[src/fcp_regs.vh]
// register map, field positions, reset values and decode constants for the config decode block
`ifndef FCP_REGS_VH
`define FCP_REGS_VH

`define FCP_ADDR_CONFIG   4'h0
`define FCP_ADDR_DECODE   4'h4
`define FCP_ADDR_PROT_LO  4'h8
`define FCP_ADDR_PROT_HI  4'hc

`define FCP_CFG_STRENGTH_LO   0
`define FCP_CFG_STRENGTH_HI   1
`define FCP_CFG_PIN_SELECT    2
`define FCP_CFG_FOUR_LANE     3
`define FCP_CFG_WAIT_LO       4
`define FCP_CFG_WAIT_HI       5
`define FCP_CFG_GRANULE       6
`define FCP_CFG_LOW_END       7
`define FCP_CFG_LEVEL_LO      8
`define FCP_CFG_LEVEL_HI      10
`define FCP_CFG_INVERT        11
`define FCP_CFG_WIDTH         12
`define FCP_CFG_RESET         12'h001

`define FCP_DRIVE_FULL        7'h64
`define FCP_DRIVE_THREE_Q     7'h4b
`define FCP_DRIVE_HALF        7'h32
`define FCP_DRIVE_QUARTER     7'h19

`define FCP_WAIT_4            4'h4
`define FCP_WAIT_6            4'h6
`define FCP_WAIT_8            4'h8
`define FCP_WAIT_10           4'ha

`define FCP_ARRAY_BYTES       24'h800000
`define FCP_BLOCK_PAIR_BYTES  24'h020000
`define FCP_SECTOR_BYTES      24'h001000
`define FCP_SECTOR_MAX_BYTES  24'h008000
`define FCP_LEVEL_NONE        3'h0
`define FCP_LEVEL_ALL         3'h7

`endif

[src/fcp_decode.v]
// configuration decode: drive strength, pin role, wait cycles and array protection
// Behaviour
// output_strength picks full, 3/4, 1/2, 1/4 drive
// pin select 0 pause, 1 active-low reset
// four_lane_enable makes pin a data lane only
// single/dual/quad output fast reads wait 8
// dual-I/O and quad word read: 4 or 8
// quad-I/O fast read waits 6,4,8,10
// reserved bits: writes ignored, read zero
// host ignores reserved bit values
// level 0 none, 7 all, 128KB..4MB steps
// sector granule: 4K,8K,16K,32K at chosen end
// erase/program touching protected area is ignored
// guard_invert protects the complement region
// decode follows stored bits, next command onward
//
// Register access over Avalon-MM and the placing of the registers were left to the implementer.
`timescale 1ns/1ns
`default_nettype none
`include "fcp_regs.vh"

module fcp_decode (
    input  wire        clk,               // 50 MHz clock
    input  wire        reset_n,           // synchronous reset, active low
    input  wire [3:0]  avs_address,       // byte address
    input  wire        avs_read,          // read request
    input  wire        avs_write,         // write request
    input  wire [3:0]  avs_byteenable,    // byte lanes
    input  wire [31:0] avs_writedata,     // write data
    output reg  [31:0] avs_readdata,      // read data
    output reg         avs_waitrequest,   // stall
    input  wire        mp_pin_in,         // multipurpose pin level
    input  wire        op_valid,          // erase/program request pulse
    input  wire [22:0] op_first,          // first target byte
    input  wire [22:0] op_last,           // last target byte
    output reg         op_go_ff,          // request accepted pulse
    output reg         op_blocked_ff,     // request ignored pulse
    output reg  [1:0]  drive_code_ff,     // output_strength field
    output reg  [6:0]  drive_pct_ff,      // drive strength in percent
    output reg         pause_active_ff,   // pause asserted by pin
    output reg         pin_reset_ff,      // reset asserted by pin
    output reg         data_lane_ff,      // pin is a data lane
    output reg  [3:0]  wait_out_ff,       // wait cycles, output-only fast reads
    output reg  [3:0]  wait_dual_io_ff,   // wait cycles, dual-I/O and quad word read
    output reg  [3:0]  wait_quad_io_ff,   // wait cycles, quad-I/O fast read
    output reg         prot_any_ff,       // something is protected
    output reg  [22:0] prot_lo_ff,        // protected range start
    output reg  [22:0] prot_hi_ff         // protected range end
);
    reg  [`FCP_CFG_WIDTH-1:0] config_ff;
    reg  [`FCP_CFG_WIDTH-1:0] nxt_config;
    reg  [6:0]  nxt_drive_pct;
    reg  [3:0]  nxt_wait_dual;
    reg  [3:0]  nxt_wait_quad;
    reg  [31:0] nxt_readdata;
    reg         nxt_pause;
    reg         nxt_reset;
    reg         nxt_lane;
    wire        dec_any;
    wire [22:0] dec_lo;
    wire [22:0] dec_hi;
    wire        req;
    wire        hit;

    wire [1:0] output_strength   = config_ff[`FCP_CFG_STRENGTH_HI:`FCP_CFG_STRENGTH_LO];
    wire       pin_select        = config_ff[`FCP_CFG_PIN_SELECT];
    wire       four_lane_enable  = config_ff[`FCP_CFG_FOUR_LANE];
    wire [1:0] wait_cycle_select = config_ff[`FCP_CFG_WAIT_HI:`FCP_CFG_WAIT_LO];

    assign req = avs_read | avs_write;

    // protection range follows the stored bits without delay
    fcp_range u_range (
        .guard_level    (config_ff[`FCP_CFG_LEVEL_HI:`FCP_CFG_LEVEL_LO]),
        .granule_select (config_ff[`FCP_CFG_GRANULE]),
        .from_low_end   (config_ff[`FCP_CFG_LOW_END]),
        .guard_invert   (config_ff[`FCP_CFG_INVERT]),
        .prot_any       (dec_any),
        .prot_lo        (dec_lo),
        .prot_hi        (dec_hi)
    );

    // any overlap with the protected window blocks the whole operation
    assign hit = dec_any && (op_first <= dec_hi) && (op_last >= dec_lo);

    // config write: only when the master sees waitrequest low; bits 15:12 are reserved
    always @* begin
        nxt_config = config_ff;
        if (avs_write && !avs_waitrequest && avs_address == `FCP_ADDR_CONFIG) begin
            if (avs_byteenable[0])
                nxt_config[7:0] = avs_writedata[7:0];
            if (avs_byteenable[1])
                nxt_config[`FCP_CFG_WIDTH-1:8] = avs_writedata[`FCP_CFG_WIDTH-1:8];
        end
    end

    // drive strength, pin role and wait-cycle decode
    always @* begin
        case (output_strength)
            2'h0:    nxt_drive_pct = `FCP_DRIVE_FULL;
            2'h1:    nxt_drive_pct = `FCP_DRIVE_THREE_Q;
            2'h2:    nxt_drive_pct = `FCP_DRIVE_HALF;
            default: nxt_drive_pct = `FCP_DRIVE_QUARTER;
        endcase
        // four lanes take the pin away from both pause and reset
        nxt_lane  = four_lane_enable;
        nxt_pause = !four_lane_enable && !pin_select && !mp_pin_in;
        nxt_reset = !four_lane_enable && pin_select && !mp_pin_in;
        nxt_wait_dual = wait_cycle_select[0] ? `FCP_WAIT_8 : `FCP_WAIT_4;
        case (wait_cycle_select)
            2'h0:    nxt_wait_quad = `FCP_WAIT_6;
            2'h1:    nxt_wait_quad = `FCP_WAIT_4;
            2'h2:    nxt_wait_quad = `FCP_WAIT_8;
            default: nxt_wait_quad = `FCP_WAIT_10;
        endcase
    end

    // read mux; reserved and unmapped bits read as zero
    always @* begin
        case (avs_address)
            `FCP_ADDR_CONFIG:  nxt_readdata = {20'h00000, config_ff};
            `FCP_ADDR_DECODE:  nxt_readdata = {8'h00, data_lane_ff, pin_reset_ff, pause_active_ff,
                                               wait_quad_io_ff, wait_dual_io_ff, wait_out_ff,
                                               drive_pct_ff, drive_code_ff};
            `FCP_ADDR_PROT_LO: nxt_readdata = {9'h000, prot_lo_ff};
            `FCP_ADDR_PROT_HI: nxt_readdata = {prot_any_ff, 8'h00, prot_hi_ff};
            default:           nxt_readdata = 32'h00000000;
        endcase
    end

    // bus slave: one wait cycle, then waitrequest low for exactly one cycle
    always @(posedge clk) begin
        if (!reset_n) begin
            avs_waitrequest <= 1'b1;
            avs_readdata    <= 32'h00000000;
        end else begin
            avs_waitrequest <= !(req && avs_waitrequest);
            if (req && avs_waitrequest)
                avs_readdata <= nxt_readdata;
        end
    end

    // stored bits and registered decode; a setting acts from the next cycle on
    always @(posedge clk) begin
        if (!reset_n) begin
            config_ff       <= `FCP_CFG_RESET;
            op_go_ff        <= 1'b0;
            op_blocked_ff   <= 1'b0;
            drive_code_ff   <= 2'h0;
            drive_pct_ff    <= 7'h00;
            pause_active_ff <= 1'b0;
            pin_reset_ff    <= 1'b0;
            data_lane_ff    <= 1'b0;
            wait_out_ff     <= 4'h0;
            wait_dual_io_ff <= 4'h0;
            wait_quad_io_ff <= 4'h0;
            prot_any_ff     <= 1'b0;
            prot_lo_ff      <= 23'h000000;
            prot_hi_ff      <= 23'h000000;
        end else begin
            config_ff       <= nxt_config;
            op_go_ff        <= op_valid && !hit;
            op_blocked_ff   <= op_valid && hit;
            drive_code_ff   <= output_strength;
            drive_pct_ff    <= nxt_drive_pct;
            pause_active_ff <= nxt_pause;
            pin_reset_ff    <= nxt_reset;
            data_lane_ff    <= nxt_lane;
            wait_out_ff     <= `FCP_WAIT_8;
            wait_dual_io_ff <= nxt_wait_dual;
            wait_quad_io_ff <= nxt_wait_quad;
            prot_any_ff     <= dec_any;
            prot_lo_ff      <= dec_lo;
            prot_hi_ff      <= dec_hi;
        end
    end
endmodule
`default_nettype wire

[src/fcp_range.v]
// protected address range decode from granule, direction, level and invert bits
`timescale 1ns/1ns
`default_nettype none
`include "fcp_regs.vh"

module fcp_range (
    input  wire [2:0]  guard_level,     // three level bits
    input  wire        granule_select,  // 1 = 4KB steps, 0 = 128KB steps
    input  wire        from_low_end,    // 1 = bottom of array
    input  wire        guard_invert,    // protect the complement
    output reg         prot_any,        // some part is protected
    output reg  [22:0] prot_lo,         // first protected byte
    output reg  [22:0] prot_hi          // last protected byte
);
    reg [23:0] size;
    reg        all;
    reg        none;
    reg [23:0] rest;

    // size of the region before inversion
    always @* begin
        size = 24'h000000;
        none = (guard_level == `FCP_LEVEL_NONE);
        all  = (guard_level == `FCP_LEVEL_ALL);
        if (!none && !all) begin
            if (granule_select) begin
                case (guard_level)
                    3'h1:    size = `FCP_SECTOR_BYTES;
                    3'h2:    size = `FCP_SECTOR_BYTES << 1;
                    3'h3:    size = `FCP_SECTOR_BYTES << 2;
                    default: size = `FCP_SECTOR_MAX_BYTES;
                endcase
            end else begin
                size = `FCP_BLOCK_PAIR_BYTES << (guard_level - 3'h1);
            end
        end
        rest = `FCP_ARRAY_BYTES - size;
    end

    // the complement of a top region is the bottom remainder, so it stays contiguous
    always @* begin
        prot_any = 1'b0;
        prot_lo  = 23'h000000;
        prot_hi  = 23'h7fffff;
        if (all) begin
            prot_any = !guard_invert;
        end else if (none) begin
            prot_any = guard_invert;
        end else begin
            prot_any = 1'b1;
            if (from_low_end ^ guard_invert) begin
                prot_lo = 23'h000000;
                prot_hi = guard_invert ? rest[22:0] - 23'h1 : size[22:0] - 23'h1;
            end else begin
                prot_lo = guard_invert ? size[22:0] : rest[22:0];
                prot_hi = 23'h7fffff;
            end
        end
    end
endmodule
`default_nettype wire

[config.mk]
export PLATFORM = sky130hd
export DESIGN_NAME = fcp_decode
export DESIGN_NICKNAME = d
export VERILOG_FILES = /design/src/fcp_decode.v /design/src/fcp_range.v
export VERILOG_INCLUDE_DIRS = /design/src
export SDC_FILE = /design/constraint.sdc
export NUM_CORES = 1
export LEC_CHECK = 0
export ABC_AREA = 1
export BUFFER_PORTS_ARGS = -buffer_cell sky130_fd_sc_hd__buf_4
export CORE_MARGIN = 2
export CORE_UTILIZATION = 50
export CTS_BUF_LIST = sky130_fd_sc_hd__clkbuf_8
export DETAILED_ROUTE_END_ITERATION = 8
export GPL_ROUTABILITY_DRIVEN = 0
export PLACE_DENSITY = 0.79
export SLEW_MARGIN = 15
export SYNTH_ARGS = -nofsm -noshare
export SYNTH_HDL_FRONTEND = slang
export SYNTH_HIERARCHICAL = 1
export SYNTH_SLANG_ARGS = --single-unit
[constraint.sdc]
create_clock -name clk -period 5.57 [get_ports clk]
set_clock_uncertainty 0.15 [all_clocks]
set_input_delay 1.3925 -clock clk [delete_from_list [all_inputs] [get_ports clk]]
set_output_delay 1.3925 -clock clk [all_outputs]
set_load 0.02 [all_outputs]
==> flow_summary.json <==
{
  "clkSlewWorstSetupHoldPaths_ns": 0.10,
  "n_fill_cell": 1162,
  "grt_max_degree": 73,
  "ctsHoldBuffers": 0,
  "ff2ff_path_depth": 19,
  "cp-start-kind": "flop",
  "netlist_area_sq_um": 6190,
  "die_h_um": 115,
  "clock.fmax_mhz": 261,
  "die_w_um": 115,
  "cts_max_path_buffers": 2,
  "drt_iter0_drc": 579,
  "holdCritPathClass": "reg -> reg",
  "cp_max_fo": 15,
  "hold_path_depth": 1,
  "post_cts_buffers": 0,
  "dr_total_vias": 5996,
  "status": "complete, no violations",
  "rsz0062_at_grt": "no",
  "path_class": "reg -> reg",
  "core-area_sq_um": 12100,
  "area_delta_synth_final_pct": 22.4,
  "end_kind": "flop",
  "die_area_sq_um": 13300,
  "fin_crit_ns": 3.83,
  "p_per_area_nw_per_um2": 207,
  "dp_slack_ns": 1.84,
  "cts_made_buffers": 9,
  "antenna_found_initial": 0,
  "synth_cells": 927,
  "num_antenna_cells": 0,
  "setup_viol": 0,
  "yosys_warnings": 6,
  "route.detailed.drc": 0,
  "crit_required_ns": 5.71,
  "tns_ns": 0,
  "boundaryPins": 198,
  "cts_sinks": 104,
  "p_leak_nw": 4.31,
  "synth_edf_count": 0,
  "synth_ff_type": "dfxtp_1",
  "synth_seq_cells": 104,
  "slew_headroom_pct": 34.8,
  "root_buffer": "clkbuf_8",
  "synth_cell_types": 35,
  "maxCapViolations": 0,
  "post-route-period-util_pct": 68.8,
  "via_per_inst": 4.81,
  "ys_seq_area_share_pct": 33.6,
  "grt_pass1_vias": 5478,
  "grt-ovfl-total": 0,
  "final_max_slew_viol_count": 0,
  "grt_pass1_wl_um": 25700,
  "htree_levels": 3,
  "avgSynthCellArea_sq_um": 6.68,
  "clock_latency_ns": 0.39,
  "async_flop_share_pct": 0,
  "tightest_slew_ns": 0.977,
  "final_layout_size_suffix_gt1_share_pct": 18.7,
  "final_hold_viol_count": 0,
  "dp_hpwl_um": 12900,
  "grt.total_usage_pct": 24.8,
  "row_count": 40,
  "nets": 1222,
  "wl_per_cell_um": 13.3,
  "setup_ws_ns": 1.74,
  "cp.arrival_ns": 3.97,
  "ant_nets": 0,
  "firstDrtPassIters": 6,
  "ctsResizeCount": 0,
  "cts_tree": "yes",
  "numPortBuffers": 162,
  "ir_worst_vdd_mv": 0.117,
  "final_common_cell": "nand2_1",
  "initial_core_util_pct": 51.3,
  "final_cell_mix": "294 x nand2_1, 163 x inv_1, 163 x buf_4",
  "routed_wl_um": 16500
}
==> layer usage <==
metal	routed length, um	up-vias	global-route usage [%]
met4	398	0	8.92
met2	7360	272	40.2
met3	1320	28	4.38
met5	0	-	0
li1	-	3062	-
met1	7460	2634	33.3
==> synthesized netlist by cell type, types with 8 or more instances <==
master,number,share of area [%]
a22o_1,8,1.1
dfxtp_1,104,34
buf_4,41,5.0
nor2_1,65,3.9
nand2_1,294,18
ha_1,56,11
inv_1,163,9.9
nand3_1,42,3.4
clkbuf_1,12,0.73
a21oi_1,55,4.4
o21ai_0,27,2.2
==> worst max-delay path, cell delays in order, from the launching register on <==
cell and delay [ns]:
dfxtp_1 0.67, nor2_1 0.26, nor2_1 0.34, inv_1 0.11, nor2_1 0.48, inv_1 0.22
a21oi_1 0.18, o21ai_0 0.17, inv_1 0.09, ha_1 0.23, nand2_1 0.09, inv_1 0.04
nand2_1 0.06, nand2_1 0.04, a21oi_1 0.24, nand3_1 0.11, nand2_1 0.07, nand3_1 0.08
nand2_1 0.08, inv_1 0.03
==> flip-flops by register name, indices dropped and copies added, names as in the netlist <==
register         cells
pin_reset_ff         1
drive_code_ff        2
drive_pct_ff         6
pause_active_ff      1
config_ff           12
prot_hi_ff          23
avs_waitrequest      1
prot_any_ff          1
wait_quad_io_ff      3
op_blocked_ff        1
wait_out_ff          1
avs_readdata        25
wait_dual_io_ff      2
op_go_ff             1
prot_lo_ff          23
data_lane_ff         1
==> power by group <==
group	internal, W	total (W)	switching (W)
Sequential	0.000766	0.000781	0.0000154
Combinational	0.000100	0.000244	0.000144
Clock	0.000278	0.000543	0.000265
==> cell families after synthesis <==
kind of cell | after synthesis | share of synthesized area [%]
simple gates | 425 | 28.2
buf+inv | 230 | 16.8
compound gates | 109 | 9.86
flops | 104 | 33.6
fa+ha+maj | 56 | 11.3
other cells | 3 | 0.182
==> cell type report <==
| class | count | area (sq um) | area share [%] |
|---|---|---|---|
| Sequential cell | 104 | 2080 | 27.5 |
| Multi-Input combinational cell | 627 | 3200 | 42.2 |
| Clock buffer | 11 | 151 | 2.00 |
| Clock inverter | 4 | 76.3 | 1.01 |
| Timing Repair Buffer | 163 | 1220 | 16.1 |
| Inverter | 169 | 637 | 8.40 |
| Tap cell | 168 | 210 | 2.77 |
==> stage by stage <==
| stage | cells | cell area [sq um] | utilization, % | total power (W) | hold slack [ns] |
|---|---|---|---|---|---|
| 2_1_floorplan | 961 | 6320 | - | 0.000955 | 0.241 |
| 3_3_place_gp | 1231 | 7350 | 60.9 | 0.00103 | 0.248 |
| 3_5_place_dp | 1231 | 7350 | 60.9 | 0.00104 | 0.248 |
| 4_1_cts | 1246 | 7580 | 62.8 | 0.00157 | 0.265 |
| 5_1_grt | 1246 | 7580 | 62.8 | 0.00163 | 0.283 |
| 6_report | 1246 | 7580 | 62.8 | 0.00157 | 0.260 |
==> path summary, 6_finish.rpt <==
path	from	to	slack, ns
max	config_ff[11]	op_go_ff	1.74
max reg2reg	config_ff[11]	op_go_ff	1.74
min reg2reg	config_ff[2]	pause_active_ff	0.26
min	config_ff[2]	pause_active_ff	0.26
No activity file was read; power rests on OpenSTA's default activity.
